File: src/rtl/dram_cycle_regs.vh
// Behaviour
// - Time read, word or byte write, refresh cycles, and read-modify-write transactions.
// - Master drives address then sync; address captured at sync edge, held all transaction.
// - Read starts on sync, no lockout, no repeat-read inhibit, address in space.
// - Cycle start delayed 80 ns only for internal refresh cycles.
// - Access arriving during a refresh waits until the refresh finishes.
// - Refresh requested after an access start waits until that access completes.
// - Start sets row strobe flag; lockout from flag, cycle end, delay blocks starts.
// - Lockout extends past row strobe clear to give precharge time.
// - Non-refresh row strobe edge with sync sets go-inhibit, blocking reads until sync drops.
// - Four phases follow row strobe in order: mux, column, reply, cycle end.
// - Mux phase selects high address bits; chip selects assert unless refresh.
// - Column phase with row strobe asserts both column strobes.
// - Reply phase of non-refresh cycle pulses 30 ns, setting reply flag and drivers.
// - Cycle end clears row strobe, column strobes, timer and all phase outputs.
// - Reply flag clears on trailing edge of read or write strobe.
// - Write intent latched at address phase withholds sync start; row bits still routed.
// - Write starts on write strobe, no lockout, no reply pending, write permitted.
// - Received write strobe enables the byte write strobes during a write cycle.
// - Read-modify-write writes to the same latched address without new address phase.
// - Row address is bus bits 01-06, column address bits 07-12.
// - In byte writes address bit 0 suppresses the unaddressed byte strobe.
// - Supply not good suppresses both byte write strobes.
`ifndef DRAM_CYCLE_REGS_VH
`define DRAM_CYCLE_REGS_VH
`define DRC_CLK_PS          8000
`define DRC_REF_DELAY_NS    80
`define DRC_REPLY_PULSE_NS  30
`define DRC_MUX_NS          40
`define DRC_CAS_NS          80
`define DRC_REPLY_NS        120
`define DRC_OFF_NS          250
`define DRC_PRECHARGE_NS    100
`define DRC_ROW_LSB         1
`define DRC_ROW_MSB         6
`define DRC_COL_LSB         7
`define DRC_COL_MSB         12
`define DRC_BANK_LSB        13
`define DRC_BANK_MSB        14
`define DRC_SPACE_LSB       15
`define DRC_SPACE_MSB       17
`endif

File: src/rtl/phase_timer.v
`default_nettype none
module phase_timer #(
    parameter CW    = 6,
    parameter MUX_T = 5,
    parameter CAS_T = 10,
    parameter RPL_T = 15,
    parameter OFF_T = 31
) (
    input  wire clk,
    input  wire reset,
    input  wire run,
    output wire mux_ph,
    output wire cas_ph,
    output wire rpl_ph,
    output wire end_ph
);
    reg  [CW-1:0] cnt_r;
    wire [CW-1:0] cnt_nxt;

    // Restarts from zero whenever the row strobe is off
    assign cnt_nxt = !run ? {CW{1'b0}} :
                     end_ph ? cnt_r : cnt_r + {{(CW-1){1'b0}}, 1'b1};

    always @(posedge clk) begin
        if (reset)
            cnt_r <= {CW{1'b0}};
        else
            cnt_r <= cnt_nxt;
    end

    assign mux_ph = run && (cnt_r >= MUX_T[CW-1:0]);
    assign cas_ph = run && (cnt_r >= CAS_T[CW-1:0]);
    assign rpl_ph = run && (cnt_r >= RPL_T[CW-1:0]);
    assign end_ph = run && (cnt_r >= OFF_T[CW-1:0]);
endmodule // phase_timer
`default_nettype wire

File: src/rtl/dram_cycle_ctl.v
`include "dram_cycle_regs.vh"
`default_nettype none
module dram_cycle_ctl #(
    parameter MUX_CYC = (`DRC_MUX_NS * 1000 + `DRC_CLK_PS - 1) / `DRC_CLK_PS,
    parameter CAS_CYC = (`DRC_CAS_NS * 1000 + `DRC_CLK_PS - 1) / `DRC_CLK_PS,
    parameter RPL_CYC = (`DRC_REPLY_NS * 1000 + `DRC_CLK_PS - 1) / `DRC_CLK_PS,
    parameter OFF_CYC = (`DRC_OFF_NS * 1000 + `DRC_CLK_PS - 1) / `DRC_CLK_PS,
    parameter PRE_CYC = (`DRC_PRECHARGE_NS * 1000 + `DRC_CLK_PS - 1) / `DRC_CLK_PS
) (
    input  wire        MCLK,
    input  wire        RESET,
    input  wire [15:0] BDAL_IN,
    input  wire [1:0]  BAD_IN,
    output reg  [15:0] BDAL_OUT,
    output wire        BDAL_OE,
    input  wire        BSYNC_N,
    input  wire        BDIN_N,
    input  wire        BDOUT_N,
    input  wire        BWTBT_N,
    output wire        BRPLY_N_OUT,
    output wire        BRPLY_N_OE,
    input  wire        SUPPLY_GOOD,
    input  wire        WRITE_PERMIT,
    input  wire [2:0]  SPACE_SELECT,
    input  wire        REFRESH_REQ,
    input  wire [5:0]  REFRESH_ROW,
    input  wire [15:0] ARRAY_READ_WORD,
    output reg  [15:0] ARRAY_WRITE_WORD,
    output reg  [5:0]  ARRAY_ADDR,
    output reg  [3:0]  ROW_STROBE_N,
    output reg         COLUMN_STROBE_A_N,
    output reg         COLUMN_STROBE_B_N,
    output reg         CHIP_SELECT_A_N,
    output reg         CHIP_SELECT_B_N,
    output reg         LOW_BYTE_WRITE_STROBE_N,
    output reg         HIGH_BYTE_WRITE_STROBE_N,
    output wire        INTERNAL_REFRESH_ACTIVE
);
    localparam REF_DLY_CYC = (`DRC_REF_DELAY_NS * 1000 + `DRC_CLK_PS - 1) / `DRC_CLK_PS;
    localparam PULSE_CYC   = (`DRC_REPLY_PULSE_NS * 1000 + `DRC_CLK_PS - 1) / `DRC_CLK_PS;

    // Start delay states
    localparam ST_IDLE  = 2'b00;
    localparam ST_DELAY = 2'b01;
    localparam ST_RUN   = 2'b10;

    function [3:0] bank_decode;
        input [1:0] sel;
        input       all;
        begin
            bank_decode = all ? 4'hF : (4'h1 << sel);
        end
    endfunction

    // Two-stage synchronisers for all asynchronous bus pins
    reg  [22:0] meta_r;
    reg  [22:0] pin_r;
    wire [22:0] pin_raw = {~BSYNC_N, ~BDIN_N, ~BDOUT_N, ~BWTBT_N, SUPPLY_GOOD, BAD_IN, BDAL_IN[15:1],
                           BDAL_IN[0]};
    always @(posedge MCLK) begin
        if (RESET) begin
            meta_r <= 23'h000000;
            pin_r  <= 23'h000000;
        end else begin
            meta_r <= pin_raw;
            pin_r  <= meta_r;
        end
    end

    wire        sync_received        = pin_r[22];
    wire        read_strobe_received  = pin_r[21];
    wire        write_strobe_received = pin_r[20];
    wire        wtbt_s               = pin_r[19];
    wire        supply_good          = pin_r[18];
    wire [17:0] addr_s               = pin_r[17:0];
    wire [15:0] data_s               = pin_r[15:0];

    reg        sync_d_r;
    reg        strobe_d_r;
    reg        rs_d_r;
    reg        rpl_d_r;
    reg [17:0] lat_addr_r;
    reg        latched_write_intent_r;
    reg        byte_write_r;
    reg        write_cycle_r;
    reg        row_strobe_flag_r;
    reg        internal_refresh_active_r;
    reg        refresh_pending_r;
    reg        go_inhibit_r;
    reg        reply_flag_r;
    reg [1:0]  st_r;
    reg [3:0]  dly_r;
    reg [4:0]  pre_r;
    reg [2:0]  pulse_r;

    wire high_addr_select;
    wire cas_phase;
    wire reply_phase;
    wire cycle_end;

    // Upper address bits sit just above the data bits in the pin vector
    wire [17:0] lat_src = addr_s;

    wire sync_rise   = sync_received && !sync_d_r;
    wire strobe_any  = read_strobe_received || write_strobe_received;
    wire strobe_fall = strobe_d_r && !strobe_any;
    wire rs_rise     = row_strobe_flag_r && !rs_d_r;
    wire rpl_rise    = reply_phase && !rpl_d_r;

    wire module_selected = sync_received &&
        (lat_addr_r[`DRC_SPACE_MSB:`DRC_SPACE_LSB] == SPACE_SELECT);

    // Precharge tail keeps the lockout up after the row strobe drops
    wire lockout = row_strobe_flag_r || cycle_end || (pre_r != 5'h00) ||
                   (st_r != ST_IDLE);

    // Held off in the sync edge cycle, while the latch still holds the last address
    wire read_go  = sync_received && !sync_rise && !lockout && !go_inhibit_r &&
                    module_selected && !latched_write_intent_r && !reply_flag_r &&
                    !write_strobe_received;
    wire write_go = write_strobe_received && !lockout && !reply_flag_r && WRITE_PERMIT &&
                    module_selected;
    wire access_go = read_go || write_go;
    // Accesses win a tie, so a late refresh request waits a whole cycle
    wire refresh_go = refresh_pending_r && !lockout && !reply_flag_r && !access_go;
    wire cycle_go   = access_go || refresh_go;

    always @(posedge MCLK) begin
        if (RESET) begin
            sync_d_r   <= 1'b0;
            strobe_d_r <= 1'b0;
            rs_d_r     <= 1'b0;
            rpl_d_r    <= 1'b0;
        end else begin
            sync_d_r   <= sync_received;
            strobe_d_r <= strobe_any;
            rs_d_r     <= row_strobe_flag_r;
            rpl_d_r    <= reply_phase;
        end
    end

    // Address and write intent held from the sync edge to the end of the transaction
    always @(posedge MCLK) begin
        if (RESET) begin
            lat_addr_r             <= 18'h00000;
            latched_write_intent_r <= 1'b0;
        end else if (sync_rise) begin
            lat_addr_r             <= lat_src;
            latched_write_intent_r <= wtbt_s;
        end else if (!sync_received) begin
            latched_write_intent_r <= 1'b0;
        end
    end

    // Byte width is taken from the write-byte line at data time
    always @(posedge MCLK) begin
        if (RESET) begin
            byte_write_r     <= 1'b0;
            write_cycle_r    <= 1'b0;
            ARRAY_WRITE_WORD <= 16'h0000;
        end else if (cycle_go) begin
            byte_write_r     <= write_go && wtbt_s;
            write_cycle_r    <= write_go;
            ARRAY_WRITE_WORD <= data_s;
        end
    end

    // Start path: refresh waits out the settling delay, accesses go straight through
    always @(posedge MCLK) begin
        if (RESET) begin
            st_r  <= ST_IDLE;
            dly_r <= 4'h0;
        end else begin
            case (st_r)
                ST_IDLE: begin
                    if (refresh_go) begin
                        st_r  <= ST_DELAY;
                        dly_r <= REF_DLY_CYC[3:0];
                    end else if (access_go) begin
                        st_r <= ST_RUN;
                    end
                end
                ST_DELAY: begin
                    if (dly_r == 4'h1)
                        st_r <= ST_RUN;
                    dly_r <= dly_r - 4'h1;
                end
                ST_RUN: begin
                    st_r <= ST_IDLE;
                end
                default: begin
                    st_r <= ST_IDLE;
                end
            endcase
        end
    end

    always @(posedge MCLK) begin
        if (RESET) begin
            row_strobe_flag_r <= 1'b0;
            pre_r             <= 5'h00;
        end else if (cycle_end) begin
            row_strobe_flag_r <= 1'b0;
            pre_r             <= PRE_CYC[4:0];
        end else begin
            if (st_r == ST_RUN)
                row_strobe_flag_r <= 1'b1;
            if (pre_r != 5'h00)
                pre_r <= pre_r - 5'h01;
        end
    end

    always @(posedge MCLK) begin
        if (RESET) begin
            internal_refresh_active_r <= 1'b0;
            refresh_pending_r         <= 1'b0;
        end else begin
            if (refresh_go)
                internal_refresh_active_r <= 1'b1;
            else if (cycle_end)
                internal_refresh_active_r <= 1'b0;
            // New request wins over the clear by a taken refresh
            if (REFRESH_REQ)
                refresh_pending_r <= 1'b1;
            else if (refresh_go)
                refresh_pending_r <= 1'b0;
        end
    end

    always @(posedge MCLK) begin
        if (RESET)
            go_inhibit_r <= 1'b0;
        else if (rs_rise && !internal_refresh_active_r && sync_received)
            go_inhibit_r <= 1'b1;
        else if (!sync_received)
            go_inhibit_r <= 1'b0;
    end

    // Reply pulse stands in for the one-shot; set wins over a same-cycle clear
    always @(posedge MCLK) begin
        if (RESET) begin
            pulse_r      <= 3'h0;
            reply_flag_r <= 1'b0;
            BDAL_OUT     <= 16'h0000;
        end else begin
            if (rpl_rise && !internal_refresh_active_r)
                pulse_r <= PULSE_CYC[2:0];
            else if (pulse_r != 3'h0)
                pulse_r <= pulse_r - 3'h1;
            if (pulse_r != 3'h0) begin
                reply_flag_r <= 1'b1;
                BDAL_OUT     <= ARRAY_READ_WORD;
            end else if (strobe_fall) begin
                reply_flag_r <= 1'b0;
            end
        end
    end

    phase_timer #(
        .CW    (6),
        .MUX_T (MUX_CYC),
        .CAS_T (CAS_CYC),
        .RPL_T (RPL_CYC),
        .OFF_T (OFF_CYC)
    ) u_timer (
        .clk    (MCLK),
        .reset  (RESET),
        .run    (row_strobe_flag_r),
        .mux_ph (high_addr_select),
        .cas_ph (cas_phase),
        .rpl_ph (reply_phase),
        .end_ph (cycle_end)
    );

    wire non_ref = !internal_refresh_active_r;
    wire wr_en   = write_cycle_r && write_strobe_received && high_addr_select && non_ref &&
                   supply_good;
    reg  [5:0] addr_nxt;

    always @* begin
        if (internal_refresh_active_r)
            addr_nxt = high_addr_select ? 6'h00 : REFRESH_ROW;
        else if (high_addr_select)
            addr_nxt = lat_addr_r[`DRC_COL_MSB:`DRC_COL_LSB];
        else
            addr_nxt = lat_addr_r[`DRC_ROW_MSB:`DRC_ROW_LSB];
    end

    // Array pins registered to keep them glitch free
    always @(posedge MCLK) begin
        if (RESET) begin
            ARRAY_ADDR               <= 6'h00;
            ROW_STROBE_N             <= 4'hF;
            COLUMN_STROBE_A_N        <= 1'b1;
            COLUMN_STROBE_B_N        <= 1'b1;
            CHIP_SELECT_A_N          <= 1'b1;
            CHIP_SELECT_B_N          <= 1'b1;
            LOW_BYTE_WRITE_STROBE_N  <= 1'b1;
            HIGH_BYTE_WRITE_STROBE_N <= 1'b1;
        end else begin
            ARRAY_ADDR               <= addr_nxt;
            ROW_STROBE_N             <= row_strobe_flag_r ?
                ~bank_decode(lat_addr_r[`DRC_BANK_MSB:`DRC_BANK_LSB], !non_ref) : 4'hF;
            COLUMN_STROBE_A_N        <= !(cas_phase && row_strobe_flag_r);
            COLUMN_STROBE_B_N        <= !(cas_phase && row_strobe_flag_r);
            CHIP_SELECT_A_N          <= !(high_addr_select && non_ref);
            CHIP_SELECT_B_N          <= !(high_addr_select && non_ref);
            LOW_BYTE_WRITE_STROBE_N  <= !(wr_en && !(byte_write_r && lat_addr_r[0]));
            HIGH_BYTE_WRITE_STROBE_N <= !(wr_en && !(byte_write_r && !lat_addr_r[0]));
        end
    end

    // Reply line is open drain: pull low only
    assign BRPLY_N_OUT = 1'b0;
    assign BRPLY_N_OE  = reply_flag_r;
    assign BDAL_OE     = reply_flag_r && read_strobe_received && !write_cycle_r;
    assign INTERNAL_REFRESH_ACTIVE = internal_refresh_active_r;
endmodule // dram_cycle_ctl
`default_nettype wire

File: config.mk
export PLATFORM = sky130hd
export DESIGN_NAME = dram_cycle_ctl
export DESIGN_NICKNAME = d
export VERILOG_FILES = /design/src/rtl/phase_timer.v /design/src/rtl/dram_cycle_ctl.v
export VERILOG_INCLUDE_DIRS = /design/src /design/src/rtl
export SDC_FILE = /design/constraint.sdc
export NUM_CORES = 1
export LEC_CHECK = 0
export ABC_CLOCK_PERIOD_IN_PS = 3400
export BUFFER_PORTS_ARGS = -buffer_cell sky130_fd_sc_hd__clkbuf_2
export CAP_MARGIN = 20
export CORE_UTILIZATION = 35
export DETAILED_ROUTE_END_ITERATION = 12
export GPL_TIMING_DRIVEN = 0
export PLACE_DENSITY = 0.65
export SKIP_CTS_REPAIR_TIMING = 1
export SLEW_MARGIN = 20
export SYNTH_ARGS = -nofsm -noshare
export SYNTH_HDL_FRONTEND = slang
export SYNTH_SLANG_ARGS = --single-unit
File: constraint.sdc
create_clock -name MCLK -period 3.4 [get_ports MCLK]
set_clock_uncertainty 0.15 [all_clocks]
set_input_delay 0.51 -clock MCLK [delete_from_list [all_inputs] [get_ports MCLK]]
set_output_delay 0.51 -clock MCLK [all_outputs]
set_load 0.005 [all_outputs]
==> out/results.ini, run 1 <==
[status]
status=complete, no violations

[sta]
rsz0062_at_grt=false
fin_crit_ns=2.68
setup_viol=0
tightest_slew_ns=0.710
slew_viol_final=0
maxSlewHeadroom=0.527
fin_crit_sh=0.788
fmax_mhz=373
hold_viol_final=0
setup_tns_ns=0

[power]
p_per_area_nw_per_um2=694
p_leak_nw=2.83
ir_drop_mv=0.348

[synth]
synth.avg_cell_area_sq_um=9.89
synth-seq-area-share=0.566
synthCells=508
synth_cell_type_count=49
yosys_warnings=0
synth_common_cells=dfxtp_1 (142), nor2_1 (62), nand2_1 (58)
synthesis.nets=570
synth_top_area_cell=dfxtp_1
ys_seq_elements=142
synth_ff_type=dfxtp_1
synth_most_common_cell=dfxtp_1
synthArstFlopShare=0
synth-edff-count=0
ys_top_cells_by_area=dfxtp_1 (57%), mux2i_1 (8.2%), nor2b_1 (5.6%), nor2_1 (4.6%), nand2_1 (4.3%)
netlist_area_sq_um=5030
synth_top_area_share=0.566

[die]
rows=43
start_util=0.361
core_area_sq_um=13900
io_pins=104
fp.dieW_um=122
die-height_um=122
die_area_sq_um=14800

[cells_and_area]
diodes=0
utilization=0.454
fin_nets=691
syn2layout_area_growth_pct=25.8
layout-drive-gt1-share=0.229

[clocking]
cts-htree-levels=4
cts_made_buffers=17
cts_sinks=142
clk_pin_slew_ns=0.06
cts_tree=built
root_buffer=clkbuf_16
insertion_delay_ns=0.42
clock_path_buffers=2

[place]
place_congestion=0.792
numPortBuffers=102
dpl.hpwl_um=8270

[setup_path]
critPathTopFamily=compound AO/OA/AOI/OAI gates
cp_slowest_cell=a2111oi_1
end_kind=flip-flop
cp_common_cell=nand2b_1
start_kind=flip-flop
worstPathMaxFanout=10
critPathMaxStageDelay_ns=0.64
required_ns=3.53
path_class=reg -> reg
cp_num_buf_inv=2
worstPathArrival_ns=2.81
r2r-start=u_timer.cnt_r[1]
crit_chain=inv_1, ha_1, nand2b_1, a2111oi_1, nand2b_1, buf_4, a21oi_1, a211oi_1
crit_start=u_timer.cnt_r[1]

[detailed_routing]
vias_per_cell=4.54
detail_route.iter0.violations=98
drtAntennaViolNets=0
drt_pass1_iterations=4
wl_per_cell_um=13.1
drc_errors=0
finalWirelength_um=10800
num_vias=3735

[global_routing]
globalRoute.totalOverflow=0
antenna_found_initial=0
grt_max_degree=17
grt_pass1_wl_um=17000
gr-usage-all-layers=0.153
grt_pass1_vias=3640

[worst_hold_path]
holdCritPathClass=in -> reg
hp-start=BSYNC_N

[flow_run]
max_cap_viol_count=0

through the flow:
| stage | hold WS (ns) | cells | worst slack [ns] | power, mW | area, sq um |
|---|---|---|---|---|---|
| 2_1_floorplan | 0.264 | 508 | 1.23 | 2.46 | 5030 |
| 3_3_place_gp | 0.271 | 790 | 0.747 | 2.65 | 5760 |
| 3_5_place_dp | 0.270 | 790 | 0.693 | 2.71 | 5760 |
| 4_1_cts | 0.0756 | 822 | 0.706 | 4.44 | 6320 |
| 5_1_grt | 0.0767 | 822 | 0.462 | 4.60 | 6320 |
| 6_report | 0.0889 | 822 | 0.721 | 4.39 | 6320 |
worst paths after layout:
check / to / slack (ns) / cells after the start
min: meta_r[22] / 0.09 / 2
max: ARRAY_ADDR[5] / 0.72 / 8
max reg2reg: ARRAY_ADDR[5] / 0.72 / 8
min reg2reg: pin_r[8] / 0.28 / 1
metal layers:
metal | track usage | wire length, um
met2 | 0.268 | 5490
met3 | 0.0379 | 391
met4 | 0.0772 | 266
met5 | 0 | 0
met1 | 0.171 | 4650
sequential cells by signal, summed over array words and instances (netlist names), 2 cells and up:
| signal | cells |
|---|---|
| BDAL_OUT | 16 |
| ARRAY_WRITE_WORD | 16 |
| pulse_r | 3 |
| ROW_STROBE_N | 4 |
| meta_r | 23 |
| ARRAY_ADDR | 6 |
| lat_addr_r | 18 |
| st_r | 2 |
| dly_r | 4 |
| pre_r | 5 |
| pin_r | 23 |
| u_timer.cnt_r | 6 |
kinds of logic after synthesis:
logic type	Yosys count	synth area share
xor gates and xnor gates	12	0.0209
adders and majority gates	10	0.0249
buffers and inverters	44	0.0406
DFF	142	0.566
muxes	42	0.0839
AOI/OAI and AO/OA	64	0.0759
other	1	0.000746
and+or+nand+nor	193	0.187
placed cells by master, fill, tap and decap left out, drive strengths merged, types with 2 or more instances in the layout:
| master | n |
|---|---|
| dfxtp | 142 |
| clkbuf | 136 |
| nor2 | 62 |
| nand2 | 58 |
| nor2b | 45 |
| mux2i | 41 |
| a21oi | 40 |
| inv | 17 |
| buf | 14 |
| ha | 10 |
| xor2 | 7 |
| clkinvlp | 7 |
| a211oi | 6 |
| o21ai | 6 |
| xnor2 | 5 |
| nor3 | 5 |
| nand2b | 3 |
| nand4 | 3 |
| or3 | 3 |
| and3 | 3 |
| clkinv | 3 |
| a2111oi | 2 |
| and2 | 2 |
| nor4 | 2 |
layout make-up:
cell class,count,area (sq um)
inverter,16,60.1
fill,1323,7610
multi-input combinational,322,1980
clock inverter,12,114
sequential,142,2840
clock buffer,20,447
buffer,28,144
timing repair buffer,102,510
tap,180,225
power by group:
group	total, mW	internal, mW	leakage (nW)	switching [mW]
clock network	1.72	1.03	0.251	0.699
logic	0.748	0.355	1.41	0.393
registers	1.92	1.82	1.16	0.0991
(Power assumes the default switching activity.)
==> inputs of run 2 (changes only) <==
--- a/config.mk
+++ b/config.mk
@@ -6,7 +6,7 @@
 export SDC_FILE = /design/constraint.sdc
 export NUM_CORES = 1
 export LEC_CHECK = 0
-export ABC_CLOCK_PERIOD_IN_PS = 3400
+export ABC_CLOCK_PERIOD_IN_PS = 2600
 export BUFFER_PORTS_ARGS = -buffer_cell sky130_fd_sc_hd__clkbuf_2
 export CAP_MARGIN = 20
 export CORE_UTILIZATION = 35
==> constraint.sdc (replaced) <==
create_clock -name MCLK -period 2.6 [get_ports MCLK]
set_clock_uncertainty 0.15 [all_clocks]
set_input_delay 0.39 -clock MCLK [delete_from_list [all_inputs] [get_ports MCLK]]
set_output_delay 0.39 -clock MCLK [all_outputs]
set_load 0.005 [all_outputs]
==> out/results.ini, run 2 (same netlist as run 1, synthesis figures left out) <==
[worst_hold_path]
hp-start=BDAL_IN[4]  ; was BSYNC_N
hold_path_depth=2  ; unchanged
holdCritPathClass=in -> reg  ; unchanged

[power]
p_sw_frac=0.272  ; was 0.271
clkPwrFrac=0.393  ; about the same
p_switching_mw=1.56  ; was 1.19 mW
p_leak_nw=2.85  ; was 2.83 nW
ir_drop_mv=0.456  ; was 0.348 mV
internal-power_mw=4.19  ; was 3.20 mW
pwr-share-seq=0.436  ; was 0.437
p_comb_frac=0.171  ; was 0.170
p_per_area_nw_per_um2=900  ; was 694 nW/um^2

[sta]
hold_viol_final=0  ; unchanged
fin_crit_sh=0.940  ; was 0.788
setup_viol=0  ; unchanged
hold_slack_ns=0.0263  ; was 0.0889 ns
maxSlewHeadroom=0.528  ; was 0.527
fin_crit_ns=2.44  ; was 2.68 ns
tightest_slew_ns=0.708  ; was 0.710 ns
fmax_mhz=409  ; was 373 MHz
rsz0062_at_grt=false  ; unchanged
slew_viol_final=0  ; unchanged

[global_routing]
grt_pass1_wl_um=17000  ; unchanged
gr-usage-all-layers=0.153  ; unchanged
antenna_found_initial=0  ; unchanged
grt_pass1_vias=3640  ; unchanged
grt_max_degree=17  ; unchanged
globalRoute.totalOverflow=0  ; unchanged

[setup_path]
worstPathMaxFanout=10  ; unchanged
cp_num_buf_inv=3  ; was 2
r2r-start=pre_r[0]  ; was u_timer.cnt_r[1]
crit_start=pre_r[0]  ; was u_timer.cnt_r[1]
end_kind=flip-flop  ; unchanged
cp.depth=8  ; unchanged
required_ns=2.76  ; was 3.53 ns
crit_chain=inv_1, ha_1, or4b_4, nor4_4, o221ai_2, buf_6, buf_12, a32o_1  ; was inv_1, ha_1, nand2b_1, a2111oi_1, nand2b_1, buf_4, a21oi_1, a211oi_1
path_class=reg -> reg  ; unchanged
start_kind=flip-flop  ; unchanged
critPathMaxStageDelay_ns=0.50  ; was 0.64 ns
cp_slowest_cell=or4b_4  ; was a2111oi_1
worstPathArrival_ns=2.61  ; was 2.81 ns
rr_worst_depth=8  ; unchanged
critPathTopFamily=simple AND/OR/NAND/NOR gates  ; was compound AO/OA/AOI/OAI gates

[detailed_routing]
detail_route.iter0.violations=119  ; was 98
vias_per_cell=4.57  ; was 4.54
drc_errors=0  ; unchanged
finalWirelength_um=10900  ; was 10800 um
drt_pass1_iterations=4  ; unchanged
wl_per_cell_um=13.2  ; was 13.1 um
num_vias=3771  ; was 3735
drtAntennaViolNets=0  ; unchanged

[flow_run]
max_cap_viol_count=0  ; unchanged

[die]
die-height_um=122  ; unchanged
core_area_sq_um=13900  ; unchanged
rows=43  ; unchanged
fp.dieW_um=122  ; unchanged
start_util=0.361  ; unchanged
io_pins=104  ; unchanged
die_area_sq_um=14800  ; unchanged

[cells_and_area]
diodes=0  ; unchanged
final_common_cell=dfxtp_1  ; unchanged
fin_nets=695  ; was 691
layout_common_cells=dfxtp_1 (142), clkbuf_2 (102), nor2_1 (62)  ; unchanged
utilization=0.458  ; was 0.454
layout-drive-gt1-share=0.231  ; was 0.229
syn2layout_area_growth_pct=27.0  ; was 25.8%
reg.largest.list=meta_r: 23 flops, pin_r: 23 flops, lat_addr_r: 18 flops  ; unchanged

[clocking]
cts-htree-levels=4  ; unchanged
cts_tree=built  ; unchanged
clock_path_buffers=2  ; unchanged
cts_sinks=142  ; unchanged
insertion_delay_ns=0.42  ; about the same
cts_made_buffers=17  ; unchanged
clk_pin_slew_ns=0.06  ; about the same
root_buffer=clkbuf_16  ; unchanged

[place]
numPortBuffers=102  ; unchanged
dpl.hpwl_um=8270  ; unchanged
place_congestion=0.792  ; unchanged

[status]
status=complete, no violations  ; unchanged

run 2: changes by cell type in the layout (fill, tap and decap cells not counted):
cell	before	now
a2111oi_4	0	1
dlygate4sd3_1	0	4
a211oi_2	0	1
a211oi_1	6	5
a2111oi_1	1	0
run 2: path summary, 6_finish.rpt:
kind | endpoint | slack [ns]
max | byte_write_r | 0.16
max reg2reg | byte_write_r | 0.16
min | meta_r[4] | 0.03
min reg2reg | pin_r[8] | 0.28
run 2: cell type report:
cell class,instances,area (sq um)
buffer,28,144
sequential,142,2840
inverter,16,60.1
tap,180,225
clock buffer,20,447
clock inverter,12,114
multi-input combinational,322,2000
fill,1315,7550
timing repair buffer,106,551
run 2: power by group through the flow:
stage / combinational (mW) / sequential, mW / clock (mW)
2_1_floorplan: 0.692 / 2.53 / 0
3_3_place_gp: 0.933 / 2.53 / 0
3_5_place_dp: 0.988 / 2.55 / 0
4_1_cts: 0.996 / 2.51 / 2.30
5_1_grt: 1.10 / 2.53 / 2.39
6_report: 0.986 / 2.51 / 2.26
run 2: worst reg2reg max path, delay by kind of cell, from the launching register on:
kind	cells	cell delay (ns)
compound gates	2	0.44
fa+ha+maj	1	0.18
buf+inv	3	0.45
flops	1	0.31
simple gates	2	0.80
run 2: per-layer routing:
metal / GRT usage / wire (um) / vias to the layer above
met5: 0 / 0 / -
met4: 0.0772 / 276 / 0
met2: 0.268 / 5560 / 81
met1: 0.171 / 4620 / 1745
li1: - / - / 1921
met3: 0.0379 / 441 / 24
run 2: metrics by stage:
stage	instance area (sq um)	setup TNS, ns	setup WS [ns]	std cells	power [mW]
after floorplan	5030	0	0.435	508	3.22
after global placement	5760	-0.0893	-0.0530	790	3.47
after detailed placement	5760	-0.217	-0.107	790	3.54
after CTS	6320	-0.170	-0.0943	822	5.80
after global routing	6380	0	0.00256	826	6.02
final	6380	0	0.156	826	5.75
==> inputs of run 3 (changes only) <==
--- a/config.mk
+++ b/config.mk
@@ -6,13 +6,14 @@
 export SDC_FILE = /design/constraint.sdc
 export NUM_CORES = 1
 export LEC_CHECK = 0
-export ABC_CLOCK_PERIOD_IN_PS = 2600
+export ABC_CLOCK_PERIOD_IN_PS = 2700
 export BUFFER_PORTS_ARGS = -buffer_cell sky130_fd_sc_hd__clkbuf_2
 export CAP_MARGIN = 20
 export CORE_UTILIZATION = 35
+export CTS_CLUSTER_SIZE = 8
 export DETAILED_ROUTE_END_ITERATION = 12
 export GPL_TIMING_DRIVEN = 0
-export PLACE_DENSITY = 0.65
+export PLACE_DENSITY_LB_ADDON = 0.3
 export SKIP_CTS_REPAIR_TIMING = 1
 export SLEW_MARGIN = 20
 export SYNTH_ARGS = -nofsm -noshare
==> constraint.sdc (replaced) <==
create_clock -name MCLK -period 2.7 [get_ports MCLK]
set_clock_uncertainty 0.15 [all_clocks]
set_input_delay 0.405 -clock MCLK [delete_from_list [all_inputs] [get_ports MCLK]]
set_output_delay 0.405 -clock MCLK [all_outputs]
set_load 0.005 [all_outputs]
==> out/results.ini, run 3 (same netlist as run 1, synthesis figures left out) <==
[clocking]
cts-htree-levels=4  ; unchanged
cts_tree=built  ; unchanged
cts_sinks=142  ; unchanged
insertion_delay_ns=0.41  ; was 0.42 ns
clock_path_buffers=2  ; unchanged
clk_pin_slew_ns=0.06  ; about the same
root_buffer=clkbuf_16  ; unchanged
cts_made_buffers=17  ; unchanged

[detailed_routing]
drtAntennaViolNets=0  ; unchanged
num_vias=3774  ; was 3771
drc_errors=0  ; unchanged
wl_per_cell_um=12.8  ; was 13.2 um
finalWirelength_um=10500  ; was 10900 um
vias_per_cell=4.57  ; about the same
drt_pass1_iterations=4  ; unchanged
detail_route.iter0.violations=163  ; was 119

[status]
status=complete, no violations  ; unchanged

[sta]
fmax_mhz=406  ; was 409 MHz
maxSlewHeadroom=0.529  ; was 0.528
setup_tns_ns=0  ; unchanged
fin_crit_sh=0.913  ; was 0.940
hold_viol_final=0  ; unchanged
tightest_slew_ns=0.706  ; was 0.708 ns
fin_crit_ns=2.46  ; was 2.44 ns
hold_slack_ns=0.0444  ; was 0.0263 ns
slew_viol_final=0  ; unchanged
rsz0062_at_grt=false  ; unchanged
setup_viol=0  ; unchanged

[setup_path]
critPathMaxStageDelay_ns=0.48  ; was 0.50 ns
cp_slowest_cell=a2111oi_2  ; was or4b_4
path_class=reg -> reg  ; unchanged
worstPathArrival_ns=2.60  ; was 2.61 ns
crit_chain=inv_1, ha_1, nand2b_1, a2111oi_2, nand2b_1, buf_4, a21oi_1, a211oi_1  ; was inv_1, ha_1, or4b_4, nor4_4, o221ai_2, buf_6, buf_12, a32o_1
start_kind=flip-flop  ; unchanged
cp_common_cell=nand2b_1
end_kind=flip-flop  ; unchanged
worstPathMaxFanout=10  ; unchanged
required_ns=2.84  ; was 2.76 ns

[power]
clkPwrFrac=0.429  ; was 0.393
ir_drop_mv=0.473  ; was 0.456 mV
internal-power_mw=4.42  ; was 4.19 mW
pwr-share-seq=0.410  ; was 0.436
p_leak_nw=2.91  ; was 2.85 nW
p_comb_frac=0.161  ; was 0.171
p_per_area_nw_per_um2=910  ; was 900 nW/um^2
p_switching_mw=1.46  ; was 1.56 mW
p_sw_frac=0.248  ; was 0.272

[die]
io_pins=104  ; unchanged
start_util=0.361  ; unchanged
core_area_sq_um=13900  ; unchanged
rows=43  ; unchanged
die-height_um=122  ; unchanged
die_area_sq_um=14800  ; unchanged
fp.dieW_um=122  ; unchanged

[global_routing]
gr-usage-all-layers=0.149  ; was 0.153
antenna_found_initial=0  ; unchanged
grt_max_degree=17  ; unchanged
globalRoute.totalOverflow=0  ; unchanged
grt_pass1_wl_um=16900  ; was 17000 um
grt_pass1_vias=3663  ; was 3640

[cells_and_area]
layout_common_cells=dfxtp_1 (142), clkbuf_2 (102), nor2_1 (62)  ; unchanged
layout-drive-gt1-share=0.231  ; about the same
final_common_cell=dfxtp_1  ; unchanged
diodes=0  ; unchanged
fin_nets=695  ; unchanged
fillCellCount=1325  ; was 1315
syn2layout_area_growth_pct=28.5  ; was 27.0%
reg.largest.list=meta_r: 23 flops, pin_r: 23 flops, lat_addr_r: 18 flops  ; unchanged

[place]
numPortBuffers=102  ; unchanged
place_congestion=0.783  ; was 0.792
dpl.hpwl_um=7950  ; was 8270 um

[worst_hold_path]
holdCritPathClass=in -> reg  ; unchanged

[flow_run]
max_cap_viol_count=0  ; unchanged

## run 3: cell types whose count changed in the layout (fill, tap and decap cells not counted), sizes merged
cell	change
clkinvlp	-5
inv	-1
bufinv	+4
clkinv	+1
## run 3: worst paths after layout
| kind | from | endpoint | slack (ns) | cells past startpoint |
|---|---|---|---|---|
| setup / recovery | u_timer.cnt_r[1] | ARRAY_ADDR[5] | 0.24 | 8 |
| hold / removal | BDAL_IN[2] | meta_r[2] | 0.04 | 2 |
| setup reg to reg | u_timer.cnt_r[1] | ARRAY_ADDR[5] | 0.24 | 8 |
| hold reg to reg | meta_r[16] | pin_r[16] | 0.28 | 1 |
## run 3: final cells by class
class | count | area (sq um) | area share
Tap cell | 180 | 225 | 0.0349
Timing Repair Buffer | 106 | 551 | 0.0853
Buffer | 28 | 144 | 0.0223
Clock inverter | 11 | 189 | 0.0293
Clock buffer | 20 | 457 | 0.0707
Multi-Input combinational cell | 322 | 1990 | 0.308
Sequential cell | 142 | 2840 | 0.440
Inverter | 16 | 60.1 | 0.00930
## run 3: worst max-delay path, delay by kind of cell, from the launching register on
family | cells | cell delay, ns
fa+ha+maj | 1 | 0.17
simple gates | 2 | 0.43
buf+inv | 2 | 0.31
compound gates | 3 | 0.89
flops | 1 | 0.39
## run 3: power by group through the flow
stage	clock [mW]	sequential (mW)	combinational (mW)
3_5_place_dp	0	2.45	0.934
2_1_floorplan	0	2.43	0.667
6_report	2.52	2.41	0.946
5_1_grt	2.65	2.43	1.06
4_1_cts	2.57	2.41	0.949
3_3_place_gp	0	2.44	0.901
## run 3: metal layers
layer  vias up  wire length, um  global-route usage  part of all wire
li1       1931                -                   -                 -
met5         -                0                   0                 0
met3        12              415              0.0473             0.039
met4         0              129              0.0617             0.012
met2        80             5380               0.261              0.51
met1      1751             4610               0.167              0.44
## run 3: per-stage QoR
step / total power [mW] / cells / setup WS, ns / cell area, sq um / utilization
5_1_grt: 6.15 / 825 / 0.0299 / 6460 / 0.463
6_report: 5.87 / 825 / 0.235 / 6460 / 0.463
3_3_place_gp: 3.34 / 790 / 0.0843 / 5760 / 0.413
4_1_cts: 5.92 / 821 / 0.0224 / 6410 / 0.460
2_1_floorplan: 3.10 / 508 / 0.535 / 5030 / -
3_5_place_dp: 3.39 / 790 / 0.0434 / 5760 / 0.413
